### config.mk
export PLATFORM = sky130hd
export DESIGN_NAME = fpec_ctrl
export DESIGN_NICKNAME = d
export VERILOG_FILES = /design/src/verilog/fpec_pkg.sv /design/src/verilog/fpec_ctrl.sv
export VERILOG_INCLUDE_DIRS = /design/src /design/src/verilog
export SDC_FILE = /design/constraint.sdc
export NUM_CORES = 1
export LEC_CHECK = 0
export BUFFER_PORTS_ARGS = -buffer_cell sky130_fd_sc_hd__buf_4
export CAP_MARGIN = 20
export CORE_MARGIN = 4
export CORE_UTILIZATION = 41
export CTS_CLUSTER_DIAMETER = 200
export DETAILED_ROUTE_END_ITERATION = 8
export GPL_ROUTABILITY_DRIVEN = 0
export PLACE_DENSITY = 0.75
export SYNTH_ARGS = -nofsm -noshare
export SYNTH_HDL_FRONTEND = slang
export SYNTH_SLANG_ARGS = --single-unit
### constraint.sdc
create_clock -name core_clk -period 5.35 [get_ports core_clk]
set_clock_uncertainty 0.05 [all_clocks]
set_input_delay 0.535 -clock core_clk [delete_from_list [all_inputs] [get_ports core_clk]]
set_output_delay 0.535 -clock core_clk [all_outputs]
set_load 0.01 [all_outputs]
### src/verilog/fpec_regs.svh
`ifndef FPEC_REGS_SVH
`define FPEC_REGS_SVH
// register byte addresses on apb
`define FPEC_OFS_CONTROL      12'h000
`define FPEC_OFS_ADDR_LOW     12'h004
`define FPEC_OFS_ADDR_HIGH    12'h008
`define FPEC_OFS_UNLOCK_KEY   12'h00C
`define FPEC_OFS_SRC_LOW      12'h010
`define FPEC_OFS_SRC_HIGH     12'h014
`define FPEC_OFS_INJ_CTRL     12'h018
`define FPEC_OFS_INJ_PTRS     12'h01C
`define FPEC_OFS_INJ_ADDR_LOW 12'h020
`define FPEC_OFS_INJ_ADDR_HI  12'h024
// control and injection control register fields
`define FPEC_BIT_GO           15
`define FPEC_BIT_PGM_EN       14
`define FPEC_BIT_SEQ_ERR      13
`define FPEC_OP_LSB           0
`define FPEC_OP_MSB           3
`define FPEC_BIT_INJ_EN       0
// unlock key values
`define FPEC_KEY_FIRST        8'h55
`define FPEC_KEY_SECOND       8'hAA
// injection pointer range
`define FPEC_ECC_BITS         56
`define FPEC_PTR_MAX          8'h37
// reset values
`define FPEC_RST_ZERO16       16'h0000
`define FPEC_RST_OP           4'h0
// operation timing in microseconds and derived cycles
`define FPEC_CLK_MHZ          25
`define FPEC_T_WORD_US        20
`define FPEC_T_ROW_US         1500
`define FPEC_T_PAGE_US        20000
`define FPEC_T_BULK_US        40000
`endif

### src/verilog/fpec_pkg.sv
package fpec_pkg;
    typedef enum logic [3:0] {
        FPEC_OP_DWORD    = 4'b0001,
        FPEC_OP_ROW      = 4'b0010,
        FPEC_OP_PAGE     = 4'b0011,
        FPEC_OP_INACTIVE = 4'b0100,
        FPEC_OP_BOOT_DW  = 4'b1000,
        FPEC_OP_BULK     = 4'b1110
    } fpec_op_t;
    typedef enum logic [1:0] {
        FPEC_KEY_IDLE  = 2'b00,
        FPEC_KEY_HALF  = 2'b01,
        FPEC_KEY_OPEN  = 2'b10
    } fpec_key_t;
    typedef enum logic [1:0] {
        FPEC_ST_IDLE   = 2'b00,
        FPEC_ST_RUN    = 2'b01
    } fpec_state_t;
endpackage : fpec_pkg

### src/verilog/fpec_ctrl.sv
`timescale 1ns/1ns
`include "fpec_regs.svh"
// Overview of operation
// code 1110 bulk erases user flash
// 0011 page erase, 0010 row program
// 1000 programs boot config double word
// 0100 erases inactive partition only
// 0001 programs aligned adjacent word pair
// other codes launch no flash operation
// op select cleared by power-on only
// power-save ignored while operation runs
// low address gives bits 15..0
// high address bits 23..16, upper zero
// key register write-only, low byte
// row data fetched from source address
// bit 0 enables fault injection
// pointer 0..55 inverts that ecc bit
// pointer 56..255 inverts nothing
// two independent pointers in one register
// software writes 55 then AA first
// go bit launches, hardware clears at end
// no operation without program enable
// inject only on matching flash address
// unimplemented bits ignored, read zero
module fpec_ctrl #(
    parameter int T_WORD_CYC = `FPEC_T_WORD_US * `FPEC_CLK_MHZ,
    parameter int T_ROW_CYC  = `FPEC_T_ROW_US * `FPEC_CLK_MHZ,
    parameter int T_PAGE_CYC = `FPEC_T_PAGE_US * `FPEC_CLK_MHZ,
    parameter int T_BULK_CYC = `FPEC_T_BULK_US * `FPEC_CLK_MHZ
) (
    input  wire logic        core_clk,
    input  wire logic        rst_b,
    input  wire logic        por_b,
    input  wire logic        clk_en,
    input  wire logic        psel,
    input  wire logic        penable,
    input  wire logic        pwrite,
    input  wire logic [11:0] paddr,
    input  wire logic [31:0] pwdata,
    output logic      [31:0] prdata,
    output logic             pready,
    output logic             pslverr,
    input  wire logic        power_save_instr,
    output logic             sleep_grant,
    output logic             flash_op_valid,
    output logic [3:0]       flash_op_code,
    output logic [23:0]      flash_op_addr,
    output logic [23:0]      row_src_addr,
    input  wire logic [23:0] ecc_access_addr,
    input  wire logic [55:0] ecc_word_in,
    output logic      [55:0] ecc_word_out
);
    ////////////////////////////////////////////////////////////////////////
    logic [3:0]          flash_op_select;
    logic                go;
    logic                program_enable_gate;
    logic                seq_err;
    logic [15:0]         flash_addr_low;
    logic [7:0]          flash_addr_high;
    logic [15:0]         src_low;
    logic [7:0]          src_high;
    logic                inject_enable;
    logic [7:0]          inject_ptr_a;
    logic [7:0]          inject_ptr_b;
    logic [23:0]         inject_addr_match;
    fpec_pkg::fpec_key_t key_st;
    fpec_pkg::fpec_state_t st;
    logic [31:0]         op_cnt;
    logic                wr_acc;
    logic [3:0]          wr_op;
    logic                wr_op_legal;
    logic                op_legal;
    logic                launch;
    logic [31:0]         op_len;
    logic [15:0]         rd_word;

    // zero-wait slave: every access completes in its first access cycle
    assign pready  = 1'b1;
    assign pslverr = 1'b0;
    assign wr_acc  = psel && penable && pwrite && clk_en;
    // the go write also loads the code, so judge the code being written
    assign wr_op   = pwdata[`FPEC_OP_MSB:`FPEC_OP_LSB];

    always_comb begin
        unique case (flash_op_select)
            fpec_pkg::FPEC_OP_DWORD,
            fpec_pkg::FPEC_OP_ROW,
            fpec_pkg::FPEC_OP_PAGE,
            fpec_pkg::FPEC_OP_INACTIVE,
            fpec_pkg::FPEC_OP_BOOT_DW,
            fpec_pkg::FPEC_OP_BULK: op_legal = 1'b1;
            default:                op_legal = 1'b0;
        endcase
    end

    // only read at the launch edge, so it follows the written code
    always_comb begin
        unique case (wr_op)
            fpec_pkg::FPEC_OP_ROW:      op_len = T_ROW_CYC;
            fpec_pkg::FPEC_OP_PAGE:     op_len = T_PAGE_CYC;
            fpec_pkg::FPEC_OP_INACTIVE: op_len = T_BULK_CYC;
            fpec_pkg::FPEC_OP_BULK:     op_len = T_BULK_CYC;
            default:                    op_len = T_WORD_CYC;
        endcase
    end

    always_comb begin
        unique case (wr_op)
            fpec_pkg::FPEC_OP_DWORD,
            fpec_pkg::FPEC_OP_ROW,
            fpec_pkg::FPEC_OP_PAGE,
            fpec_pkg::FPEC_OP_INACTIVE,
            fpec_pkg::FPEC_OP_BOOT_DW,
            fpec_pkg::FPEC_OP_BULK: wr_op_legal = 1'b1;
            default:                wr_op_legal = 1'b0;
        endcase
    end

    // gate is the stored bit: enable must be set before the go write
    assign launch = wr_acc && paddr == `FPEC_OFS_CONTROL
                    && pwdata[`FPEC_BIT_GO] && !go
                    && program_enable_gate
                    && key_st == fpec_pkg::FPEC_KEY_OPEN
                    && wr_op_legal;

    ////////////////////////////////////////////////////////////////////////
    // unlock sequence; any other write in between relocks
    always_ff @(posedge core_clk) begin
        if (!rst_b) begin
            key_st <= fpec_pkg::FPEC_KEY_IDLE;
        end else if (clk_en && wr_acc) begin
            if (paddr == `FPEC_OFS_UNLOCK_KEY
                && pwdata[7:0] == `FPEC_KEY_FIRST) begin
                key_st <= fpec_pkg::FPEC_KEY_HALF;
            end else if (paddr == `FPEC_OFS_UNLOCK_KEY
                && pwdata[7:0] == `FPEC_KEY_SECOND
                && key_st == fpec_pkg::FPEC_KEY_HALF) begin
                key_st <= fpec_pkg::FPEC_KEY_OPEN;
            end else begin
                key_st <= fpec_pkg::FPEC_KEY_IDLE;
            end
        end
    end

    ////////////////////////////////////////////////////////////////////////
    // por-only fields: system reset leaves them alone
    always_ff @(posedge core_clk) begin
        if (!por_b) begin
            flash_op_select     <= `FPEC_RST_OP;
            program_enable_gate <= 1'b0;
            seq_err             <= 1'b0;
        end else if (clk_en && wr_acc && paddr == `FPEC_OFS_CONTROL) begin
            flash_op_select     <= pwdata[`FPEC_OP_MSB:`FPEC_OP_LSB];
            program_enable_gate <= pwdata[`FPEC_BIT_PGM_EN];
            // set on a refused go attempt, else software may clear
            seq_err <= (pwdata[`FPEC_BIT_GO] && !go && !launch)
                       || (seq_err && pwdata[`FPEC_BIT_SEQ_ERR]);
        end
    end

    ////////////////////////////////////////////////////////////////////////
    // self-timed sequencer
    always_ff @(posedge core_clk) begin
        if (!por_b) begin
            st     <= fpec_pkg::FPEC_ST_IDLE;
            go     <= 1'b0;
            op_cnt <= 32'h0000_0000;
        end else if (clk_en) begin
            unique case (st)
                fpec_pkg::FPEC_ST_IDLE: begin
                    if (launch) begin
                        st     <= fpec_pkg::FPEC_ST_RUN;
                        go     <= 1'b1;
                        op_cnt <= op_len - 32'h0000_0001;
                    end
                end
                fpec_pkg::FPEC_ST_RUN: begin
                    if (op_cnt == 32'h0000_0000) begin
                        st <= fpec_pkg::FPEC_ST_IDLE;
                        go <= 1'b0;
                    end else begin
                        op_cnt <= op_cnt - 32'h0000_0001;
                    end
                end
            endcase
        end
    end

    // array command: R01 R02 R03 R04 R05 carried by code and address
    assign flash_op_valid = go;
    assign flash_op_code  = flash_op_select;
    assign flash_op_addr  = {flash_addr_high, flash_addr_low};
    assign row_src_addr   = {src_high, src_low};
    assign sleep_grant    = power_save_instr && !go;

    ////////////////////////////////////////////////////////////////////////
    // address and source registers; system reset loads zero into both
    always_ff @(posedge core_clk) begin
        if (!rst_b) begin
            src_low         <= `FPEC_RST_ZERO16;
            src_high        <= 8'h00;
            flash_addr_low  <= `FPEC_RST_ZERO16;
            flash_addr_high <= 8'h00;
        end else if (clk_en && wr_acc && !go) begin
            unique case (paddr)
                `FPEC_OFS_ADDR_LOW:  flash_addr_low  <= pwdata[15:0];
                `FPEC_OFS_ADDR_HIGH: flash_addr_high <= pwdata[7:0];
                `FPEC_OFS_SRC_LOW:   src_low         <= pwdata[15:0];
                `FPEC_OFS_SRC_HIGH:  src_high        <= pwdata[7:0];
                default: ;
            endcase
        end
    end

    ////////////////////////////////////////////////////////////////////////
    // fault injection setup
    always_ff @(posedge core_clk) begin
        if (!rst_b) begin
            inject_enable     <= 1'b0;
            inject_ptr_a      <= 8'h00;
            inject_ptr_b      <= 8'h00;
            inject_addr_match <= 24'h00_0000;
        end else if (clk_en && wr_acc) begin
            unique case (paddr)
                `FPEC_OFS_INJ_CTRL:
                    inject_enable <= pwdata[`FPEC_BIT_INJ_EN];
                `FPEC_OFS_INJ_PTRS: begin
                    inject_ptr_a <= pwdata[7:0];
                    inject_ptr_b <= pwdata[15:8];
                end
                `FPEC_OFS_INJ_ADDR_LOW:
                    inject_addr_match[15:0] <= pwdata[15:0];
                `FPEC_OFS_INJ_ADDR_HI:
                    inject_addr_match[23:16] <= pwdata[7:0];
                default: ;
            endcase
        end
    end

    // combinational on the read path so data is not delayed a cycle
    always_comb begin
        ecc_word_out = ecc_word_in;
        if (inject_enable && ecc_access_addr == inject_addr_match) begin
            for (int i = 0; i < `FPEC_ECC_BITS; i++) begin
                if (inject_ptr_a == 8'(i) || inject_ptr_b == 8'(i)) begin
                    ecc_word_out[i] = ~ecc_word_in[i];
                end
            end
        end
    end

    ////////////////////////////////////////////////////////////////////////
    // read mux; key register reads zero, unused bits zero
    always_comb begin
        unique case (paddr)
            `FPEC_OFS_CONTROL: rd_word = {go, program_enable_gate, seq_err,
                                          9'h000, flash_op_select};
            `FPEC_OFS_ADDR_LOW:     rd_word = flash_addr_low;
            `FPEC_OFS_ADDR_HIGH:    rd_word = {8'h00, flash_addr_high};
            `FPEC_OFS_SRC_LOW:      rd_word = src_low;
            `FPEC_OFS_SRC_HIGH:     rd_word = {8'h00, src_high};
            `FPEC_OFS_INJ_CTRL:     rd_word = {15'h0000, inject_enable};
            `FPEC_OFS_INJ_PTRS:     rd_word = {inject_ptr_b, inject_ptr_a};
            `FPEC_OFS_INJ_ADDR_LOW: rd_word = inject_addr_match[15:0];
            `FPEC_OFS_INJ_ADDR_HI:  rd_word = {8'h00,
                                               inject_addr_match[23:16]};
            default:                rd_word = 16'h0000;
        endcase
    end

    always_ff @(posedge core_clk) begin
        if (!rst_b) begin
            prdata <= 32'h0000_0000;
        end else if (clk_en && psel && !penable && !pwrite) begin
            // captured in setup so data is a flop by the access cycle
            prdata <= {16'h0000, rd_word};
        end
    end

    ////////////////////////////////////////////////////////////////////////
    AST_NO_GO_WITHOUT_EN: assert property (@(posedge core_clk)
        disable iff (!por_b) $rose(go) |-> $past(program_enable_gate))
        else $error("operation started without enable gate");
    AST_NO_RESERVED: assert property (@(posedge core_clk)
        disable iff (!por_b) $rose(go) |-> op_legal)
        else $error("reserved code launched");
    AST_KEY_NEEDED: assert property (@(posedge core_clk)
        disable iff (!por_b)
        $rose(go) |-> $past(key_st) == fpec_pkg::FPEC_KEY_OPEN)
        else $error("launch without unlock");
    AST_SLEEP_BLOCK: assert property (@(posedge core_clk)
        disable iff (!rst_b) go |-> !sleep_grant)
        else $error("sleep granted during operation");
    AST_GO_CLEARS: assert property (@(posedge core_clk)
        disable iff (!por_b || !clk_en)
        (st == fpec_pkg::FPEC_ST_RUN && op_cnt == 32'h0000_0000)
        |=> !go)
        else $error("go not cleared at end");
    AST_PTR_HIGH_NONE: assert property (@(posedge core_clk)
        disable iff (!rst_b)
        (inject_ptr_a > `FPEC_PTR_MAX && inject_ptr_b > `FPEC_PTR_MAX)
        |-> ecc_word_out == ecc_word_in)
        else $error("out of range pointer flipped a bit");
    AST_PTR_FLIP: assert property (@(posedge core_clk)
        disable iff (!rst_b)
        (inject_enable && ecc_access_addr == inject_addr_match
         && inject_ptr_a <= `FPEC_PTR_MAX && inject_ptr_a != inject_ptr_b)
        |-> ecc_word_out[inject_ptr_a[5:0]] != ecc_word_in[inject_ptr_a[5:0]])
        else $error("pointer a bit not inverted");
    AST_NO_MATCH: assert property (@(posedge core_clk)
        disable iff (!rst_b)
        (ecc_access_addr != inject_addr_match || !inject_enable)
        |-> ecc_word_out == ecc_word_in)
        else $error("injection off-address");
    AST_OP_PORONLY: assert property (@(posedge core_clk)
        disable iff (!por_b) (!rst_b && !wr_acc)
        |=> $stable(flash_op_select))
        else $error("op select lost on system reset");
    AST_HIGH_ZERO: assert property (@(posedge core_clk)
        disable iff (!rst_b) (psel && !penable && !pwrite && clk_en
        && paddr == `FPEC_OFS_ADDR_HIGH) |=> prdata[31:8] == 24'h00_0000)
        else $error("high address upper byte nonzero");
    AST_PTR_B_FLIP: assert property (@(posedge core_clk)
        disable iff (!rst_b)
        (inject_enable && ecc_access_addr == inject_addr_match
         && inject_ptr_b <= `FPEC_PTR_MAX && inject_ptr_a != inject_ptr_b)
        |-> ecc_word_out[inject_ptr_b[5:0]] != ecc_word_in[inject_ptr_b[5:0]])
        else $error("pointer b bit not inverted");
    AST_KEY_READ_ZERO: assert property (@(posedge core_clk)
        disable iff (!rst_b) (psel && !penable && !pwrite && clk_en
        && paddr == `FPEC_OFS_UNLOCK_KEY) |=> prdata == 32'h0000_0000)
        else $error("key register read back nonzero");
    AST_ADDR_FROZEN: assert property (@(posedge core_clk)
        disable iff (!rst_b || !por_b) (go && $past(go))
        |-> $stable(flash_op_addr) && $stable(row_src_addr))
        else $error("target address changed during operation");

    COV_ROW: cover property (@(posedge core_clk)
        $rose(go) && flash_op_select == fpec_pkg::FPEC_OP_ROW);
    COV_BULK: cover property (@(posedge core_clk)
        $rose(go) && flash_op_select == fpec_pkg::FPEC_OP_BULK);
    COV_SEQERR: cover property (@(posedge core_clk) $rose(seq_err));
    COV_INJ: cover property (@(posedge core_clk)
        ecc_word_out != ecc_word_in);
    COV_KEY_OPEN: cover property (@(posedge core_clk)
        key_st == fpec_pkg::FPEC_KEY_OPEN);
endmodule : fpec_ctrl

* Word-level counts from Yosys, hierarchy flattened
Cells that the tools add are included.
** Storage, ports and cells
- Input bits :: 132
- Flip-flop bits (word level) :: 148
- Output and inout port bits :: 144
- Logic and storage cells :: 381
** Cells by class
- Bitwise logic cells :: 56
- Add/subtract/negate cells :: 2
- Equality and inequality tests :: 134
- Reductions and logical operators :: 101
- Mux-type cells :: 71
** Operators by type and width (number)
- $eq A8 B6 Y1 const B :: 48
- $eq A8 B5 Y1 const B :: 32
- $pmux W16 S9 :: 1
- $eq A8 B4 Y1 const B :: 16
- $eq A8 B3 Y1 const B :: 8
- $mux W32 :: 2
- $pmux W32 S2 :: 1
- $sub A32 B1 Y32 const B :: 2
- $pmux W20 S3 :: 1
- $mux W1 :: 59
- $logic_or A1 B1 Y1 :: 57
- $mux W56 :: 1
- $not A1 Y1 :: 56
- $eq A12 B5 Y1 const B :: 4
- $eq A8 B2 Y1 const B :: 4
- $logic_not A32 Y1 :: 1
- $eq A12 B4 Y1 const B :: 2
- $eq A12 B6 Y1 const B :: 2
- $eq A24 B24 Y1 :: 1
- $logic_and A1 B1 Y1 :: 23
- $eq A8 B1 Y1 const B :: 2
- $logic_not A8 Y1 :: 2
- $reduce_and A2 Y1 :: 8
- $eq A12 B3 Y1 const B :: 1
- 18 further kinds :: 30

* Longest topological paths before layout
Gate-level depths: netlist (run 1).
- Word-level depth :: 12
- Gate-level depth with buffers :: 10
- Mapped depth without buffers :: 8

* Least setup slack after synthesis (run 1)
OpenSTA, ideal clock, no wires.
- Kind :: input-to-output
- From :: in ecc_access_addr[5]
- To :: out ecc_word_out[14]
- Setup slack :: 2.565 ns
- Stages :: 8
- Data required time :: 4.765 ns
- Data arrival time :: 2.200 ns
- Cell sequence :: xor2_1 nor4_1 nand3_1 nor4_1 clkbuf_1 clkbuf_1 nand2_1 xnor2_1
** On the way
- Cells in the longest elaborated chain, start to end :: 3
** RTL lines
- start, declared :: line fpec_ctrl.sv:49 : input wire logic [23:0] ecc_access_addr,
- $eq A24 B24 Y1 :: line fpec_ctrl.sv:243 : if (inject_enable && ecc_access_addr == inject_addr_match) begin
- $logic_and A1 B1 Y1 :: line fpec_ctrl.sv:243
- $mux W56 :: line fpec_ctrl.sv:243
- end, declared :: line fpec_ctrl.sv:51 : output logic [55:0] ecc_word_out
No other way between the ends.

* Worst setup path after layout (run 1)
- From :: reg inject_addr_match[7]
- To :: out ecc_word_out[36]
** On the way
- Cells in the longest elaborated chain, start to end :: 3
** RTL lines
- start, declared :: line fpec_ctrl.sv:65 : logic [23:0] inject_addr_match;
- start signal, assigned :: line fpec_ctrl.sv:232 : inject_addr_match[15:0] <= pwdata[15:0];
- $eq A24 B24 Y1 :: line fpec_ctrl.sv:243
- $logic_and A1 B1 Y1 :: line fpec_ctrl.sv:243
- $mux W56 :: line fpec_ctrl.sv:243
No other way between the ends.

==> impl_metrics.toml, run 1 <==
[cells_and_area]
area_growth_pct = 27.0
final-seq-area_sq_mm = 0.00292
layout.cells.non_filler = 1613
layout-drive-gt1-share_pct = 22.9
num-fill-cells = 2026
fin_util_pct = 53.2
antenna_cells = 0
multi_input_area_sq_mm = 0.00549
final_nets = 1458

[clock_network]
cts_setup_buffers = 0
cts_max_level = 4
cts-resized-gates = 0
clk_latency_ns = 0.43
path_clk_slew_ns = 0.06
cts_hold_buffers = 0
cts_max_path_buffers = 2
clock_sinks = 146
cts_tree = "yes"
cts-buffers-inserted = 17
cts_root_buf = "clkbuf_16"

[sta]
setup_viol = 0
hold_viol = 0
drv_slew = 0
rsz0062_at_grt = "false"
period_needed_ns = 3.32
max_slew_margin_pct = 25.9
worstMarginPinSlew_ns = 1.10
final_min_period_over_clock_period_pct = 62.0
fin_tns_setup_ns = 0
max_freq_mhz = 301

[synthesis]
synthTopCellsByArea = "dfxtp_1 33%, nand2_1 11%, xnor2_1 7.7%"
synth_top_family_by_area = "simple AND/OR/NAND/NOR gates"
synthXorXnorAreaFrac_pct = 9.58
synth.most_common_cell = "nand2_1"
syn_area_sq_mm = 0.00887
synth_edf_count = 0
synth_compound_area_share_pct = 21.5
yosysTopAreaCell = "dfxtp_1"
avgSynthCellArea_sq_um = 7.76
synthCells = 1143
synth_common_cells = "258 x nand2_1, 146 x dfxtp_1, 78 x xnor2_1"
yosys_warnings = 0
seq_area_frac_synth_pct = 33.0
ys_ff_latch = 146
synth_flop_cell = "dfxtp_1"
synth-simple-area-share_pct = 27.4
synth_cell_types = 71
synth_adder_area_share_pct = 0.141
synth_top_area_share_pct = 33.0
synthMuxAreaShare_pct = 2.31
async_flop_share_pct = 0

[global_route]
grt_max_degree = 100
first_global_vias = 8797
antenna_found_initial = 0
gr-total-overflow = 0
use_met3_pct = 6.45
grt_use_met1_pct = 30.4
grt_pass1_wl_microns = 48100
track_usage_pct = 25.1
met2_usage_pct = 42.5
busiest_layer = "met2"

[min_path]
hold_end = "inject_addr_match[13]"
hp-start = "pwdata[13]"
hold_depth = 3
min_path_type = "in2reg"

[critical_path]
arrival_ns = 2.73
cp.required_ns = 4.76
startpoint_type = "register"
rrSetupSlack_ns = 2.29
r2r_cells = 9
r2r_end = "op_cnt[24]"
timing.rr.start = "op_cnt[0]"
crit_fanout = 56
worstSetupEndpointType = "output pin"
crit_type = "reg2out"

[placement]
dpl.cell_count = 1581
dp_hpwl_microns = 23800
portBuffers = 241

[floorplanning]
fp.dieW_microns = 155
io_pins = 276
rows = 53
die_y_microns = 155
start_util_pct = 41.9
dieArea_sq_mm = 0.0240
core_area_sq_mm = 0.0212

[job]
maxCapViolCount = 0

[drt]
vias_per_cell = 5.77
drt-pass1-iter-count = 8
ant_nets = 0
drtIter0Drc = 961
detail_route.wl_per_cell_microns = 19.5
wl_microns = 31500
drcViolationCount = 0
vias = 9312

[power_and_ir_drop]
powerDensity_mw_per_mm2 = 228
peakVddDrop_uv = 259
cellLeakagePower_nw = 4.22

[status]
status = "finished clean"
-- power breakdown --
part / switching, mW / internal, mW / total [mW]
combinational: 0.122 / 0.119 / 0.241
sequential: 0.0000129 / 1.09 / 1.09
clock: 0.481 / 0.759 / 1.24
-- metal layers --
metal	vias to the layer above	part of all wire, %
li1	4377	-
met2	524	48
met3	85	11
met4	0	3.8
met1	4326	38
met5	-	0
-- sequential cells by signal, summed over array words and instances (netlist names) --
signal and count:
program_enable_gate 1, inject_addr_match 24, flash_addr_high 8, inject_ptr_b 8, flash_op_code 4, inject_ptr_a 8, seq_err 1, prdata 16
src_low 16, src_high 8, key_st 2, flash_op_valid 1, inject_enable 1, op_cnt 32, flash_addr_low 16
-- cells in the final DEF (no fill, tap or decap), types with 6 or more instances in the layout --
cell type	n
mux2i_1	19
inv_1	12
o21ai_1	6
nand3_1	42
dfxtp_1	146
a211oi_1	7
nor4_1	20
a21oi_1	24
xnor2_1	78
nor2b_1	35
nor3_1	26
nor2_1	49
and2_1	6
a22oi_1	15
or4_1	6
a21boi_0	70
a22o_1	15
xor2_1	19
clkbuf_16	17
buf_4	246
conb_1	18
o22ai_1	59
a32oi_1	6
nand2_1	258
a222oi_1	8
nand4_1	9
o21ai_0	18
-- critical path: stages (launching register included) --
cell and delay [ns]:
dfxtp_1 0.33, xor2_1 0.19, nor4_1 0.27, nand3_1 0.13, nor4_2 0.26, buf_4 0.47
nand2_1 0.13, xnor2_1 0.32, buf_4 0.19
-- worst max-delay path by stage --
stage	startpoint	endpoint	depth (start not counted)
floorplan	ecc_access_addr[5]	ecc_word_out[14]	8
global route	inject_addr_match[7]	ecc_word_out[36]	8
CTS	inject_addr_match[7]	ecc_word_out[36]	8
finish	inject_addr_match[7]	ecc_word_out[36]	8
global placement	paddr[7]	flash_addr_low[12]	6
detailed placement	paddr[7]	flash_addr_low[0]	6
-- cell type report --
class	count	area share (%)
inverter	12	0.400
clock buffer	20	4.06
timing repair buffer	246	16.4
multi-input combinational	902	48.7
clock inverter	12	1.39
tap	275	3.06
sequential	146	26.0
-- per-stage QoR --
step | area [sq um] | hold slack, ns | setup slack, ns | total power [mW]
global route | 11300 | 0.343 | 1.81 | 2.64
detailed placement | 10600 | 0.404 | 1.81 | 1.35
CTS | 11300 | 0.332 | 1.97 | 2.58
floorplan | 8930 | 0.399 | 2.57 | 1.22
finish | 11300 | 0.349 | 2.03 | 2.57
global placement | 10600 | 0.386 | 1.85 | 1.35
-- logic make-up after synthesis --
group                    count (synthesis)
AND/OR/NAND/NOR                        500
AO/OA/AOI/OAI                          266
flip-flops                             146
buffers and inverters                  111
XOR/XNOR                                97
multiplexers                            20
other                                    2
adder cells (fa/ha/maj)                  1
No activity file was read; power rests on OpenSTA's default activity.
==> run 2, diff against run 1 <==
Settings changed: ABC_AREA set to 1, PLACE_DENSITY 0.75 to 0.74.
Clock period 5.35 ns to 3.2 ns, I/O delays scaled along.
==> impl_metrics.toml, run 2 <==
[power_and_ir_drop]
peakVddDrop_uv = 387
cellLeakagePower_nw = 5.67
powerDensity_mw_per_mm2 = 345
finalPower_mw = 4.28

[synthesis]
synthXorXnorAreaFrac_pct = 1.41
synth_compound_area_share_pct = 18.3
synth_adder_area_share_pct = 0.126
synth_top_family_by_area = "simple AND/OR/NAND/NOR gates"
async_flop_share_pct = 0
ys_ff_latch = 146
avgSynthCellArea_sq_um = 6.05
syn_area_sq_mm = 0.00991
synth_common_cells = "365 x nand2_1, 213 x nand3_1, 198 x inv_1"
synth_top_area_share_pct = 29.5
synthMuxAreaShare_pct = 0
yosysTopAreaCell = "dfxtp_1"
synth_cell_types = 44
yosys_warnings = 0
synth-simple-area-share_pct = 37.5
synth_edf_count = 0
synth.most_common_cell = "nand2_1"
seq_area_frac_synth_pct = 29.5
synthTopCellsByArea = "dfxtp_1 30%, nand2_1 14%, nand3_1 11%"
synthCells = 1637
synth_flop_cell = "dfxtp_1"

[clock_network]
cts_hold_buffers = 0
clk_latency_ns = 0.42
clock_sinks = 146
cts_setup_buffers = 0
cts-resized-gates = 0
cts_tree = "yes"
path_clk_slew_ns = 0.06
cts_max_path_buffers = 2
cts_root_buf = "clkbuf_16"
cts-buffers-inserted = 17
cts_max_level = 4

[cells_and_area]
most-common-layout-cells = "365 x nand2_1, 256 x buf_4, 213 x nand3_1, 198 x inv_1, 169 x nor2_1"
layout-drive-gt1-share_pct = 19.0
num-fill-cells = 2342
fin_util_pct = 52.6
antenna_cells = 0
reg.largest.list = "op_cnt (32), inject_addr_match (24)"
largest_register_ffs = 32
multi_input_area_sq_mm = 0.00577
final_nets = 1966
fin_area_sq_mm = 0.0124
top_register = "op_cnt"
layout.cells.non_filler = 2165
final-seq-area_sq_mm = 0.00292
area_growth_pct = 25.4
final_common_cell = "nand2_1"

[floorplanning]
start_util_pct = 42.0
dieArea_sq_mm = 0.0267
core_area_sq_mm = 0.0236
fp.dieW_microns = 163
io_pins = 276
die_y_microns = 163
rows = 56

[drt]
drtIter0Drc = 1331
ant_nets = 0
wl_microns = 35400
drt-pass1-iter-count = 6
routed-wl-met3_microns = 3090
vias = 11500
vias_per_cell = 5.32
detail_route.wl_per_cell_microns = 16.3
drcViolationCount = 0
met1_length_microns = 14500
wl_met2_microns = 16600
top_layer = "met4"

[placement]
dpl.cell_count = 2132
portBuffers = 241
dp_hpwl_microns = 26700
postPlaceCellArea_sq_mm = 0.0118

[global_route]
antenna_found_initial = 0
grt_pass1_wl_microns = 54400
track_usage_pct = 25.6
grt_max_degree = 75
gr-total-overflow = 0
first_global_vias = 10400

[critical_path]
arrival_ns = 2.56
worstSetupEndpointType = "output pin"
timing.rr.start = "op_cnt[0]"
rrSetupSlack_ns = 1.03
crit_fanout = 16
startpoint_type = "register"
r2r_end = "op_cnt[14]"
r2r_cells = 12
cp.required_ns = 2.83
crit_type = "reg2out"

[min_path]
hold_depth = 3
hp-start = "pwdata[10]"
min_path_type = "in2reg"
hold_end = "inject_addr_match[10]"

[sta]
fin_tns_setup_ns = 0
final_min_period_over_clock_period_pct = 91.6
worstMarginPinSlew_ns = 0.742
period_needed_ns = 2.93
setup_viol = 0
drv_slew = 0
hold_viol = 0
rsz0062_at_grt = "false"
max_freq_mhz = 341
max_slew_margin_pct = 50.2

[job]
maxCapViolCount = 0

[status]
status = "finished clean"
-- run 2: cell types whose count changed after synthesis, sizes merged, moves of 35 or more --
cell    delta
nor2     +140
o21ai     +95
nand2    +118
a21boi    -75
xnor2     -73
inv      +196
nand3    +183
a21oi    +104
nor2b     -35
-- run 2: kinds of logic after synthesis --
logic type | after synthesis
AO/OA/AOI/OAI | 335
XOR/XNOR | 16
adder cells (fa/ha/maj) | 1
buffers and inverters | 304
flip-flops | 146
other | 2
AND/OR/NAND/NOR | 833
-- run 2: final cells by class --
cell class | count | area share [%]
multi-input combinational | 1203 | 46.5
sequential | 146 | 23.5
timing repair buffer | 257 | 15.7
inverter | 208 | 6.29
clock buffer | 23 | 3.77
tap | 319 | 3.21
clock inverter | 9 | 1.05
-- run 2: per-stage QoR --
stage	hold slack [ns]	setup slack (ns)
2_1_floorplan	0.389	1.43
3_3_place_gp	0.400	0.837
3_5_place_dp	0.405	0.790
4_1_cts	0.158	0.336
5_1_grt	0.165	0.138
6_report	0.175	0.269
-- run 2: worst max-delay path by stage --
stage                                   to  cells past startpoint                   from  slack, ns
after floorplan           ecc_word_out[15]                     11  inject_addr_match[18]       1.43
after global placement    ecc_word_out[45]                      7        inject_ptr_a[6]       0.84
after detailed placement  ecc_word_out[45]                      7        inject_ptr_a[6]       0.79
after CTS                 ecc_word_out[45]                      7        inject_ptr_a[6]       0.34
after global routing      ecc_word_out[45]                      7        inject_ptr_b[6]       0.14
final                     ecc_word_out[46]                      7        inject_ptr_b[6]       0.27
-- run 2: worst max-delay path: stages, from the launching register on --
cell and delay (ns):
dfxtp_1 0.31, nor2_1 0.27, nand3_1 0.55, o22ai_1 0.58, nand3_1 0.13, nand2_1 0.09
nand2_1 0.07, buf_4 0.14
-- run 2: where the power goes --
part	leakage (nW)	total, mW	internal, mW	switching [mW]
sequential	1.18	1.82	1.82	0.0000313
clock	0.291	2.04	1.27	0.772
combinational	4.20	0.427	0.194	0.233
-- run 2: per-layer routing --
layer	track usage, %	vias to the layer above
li1	-	5742
met1	32.8	5164
met2	42.9	526
met3	4.84	79
met4	9.26	0
met5	0	-
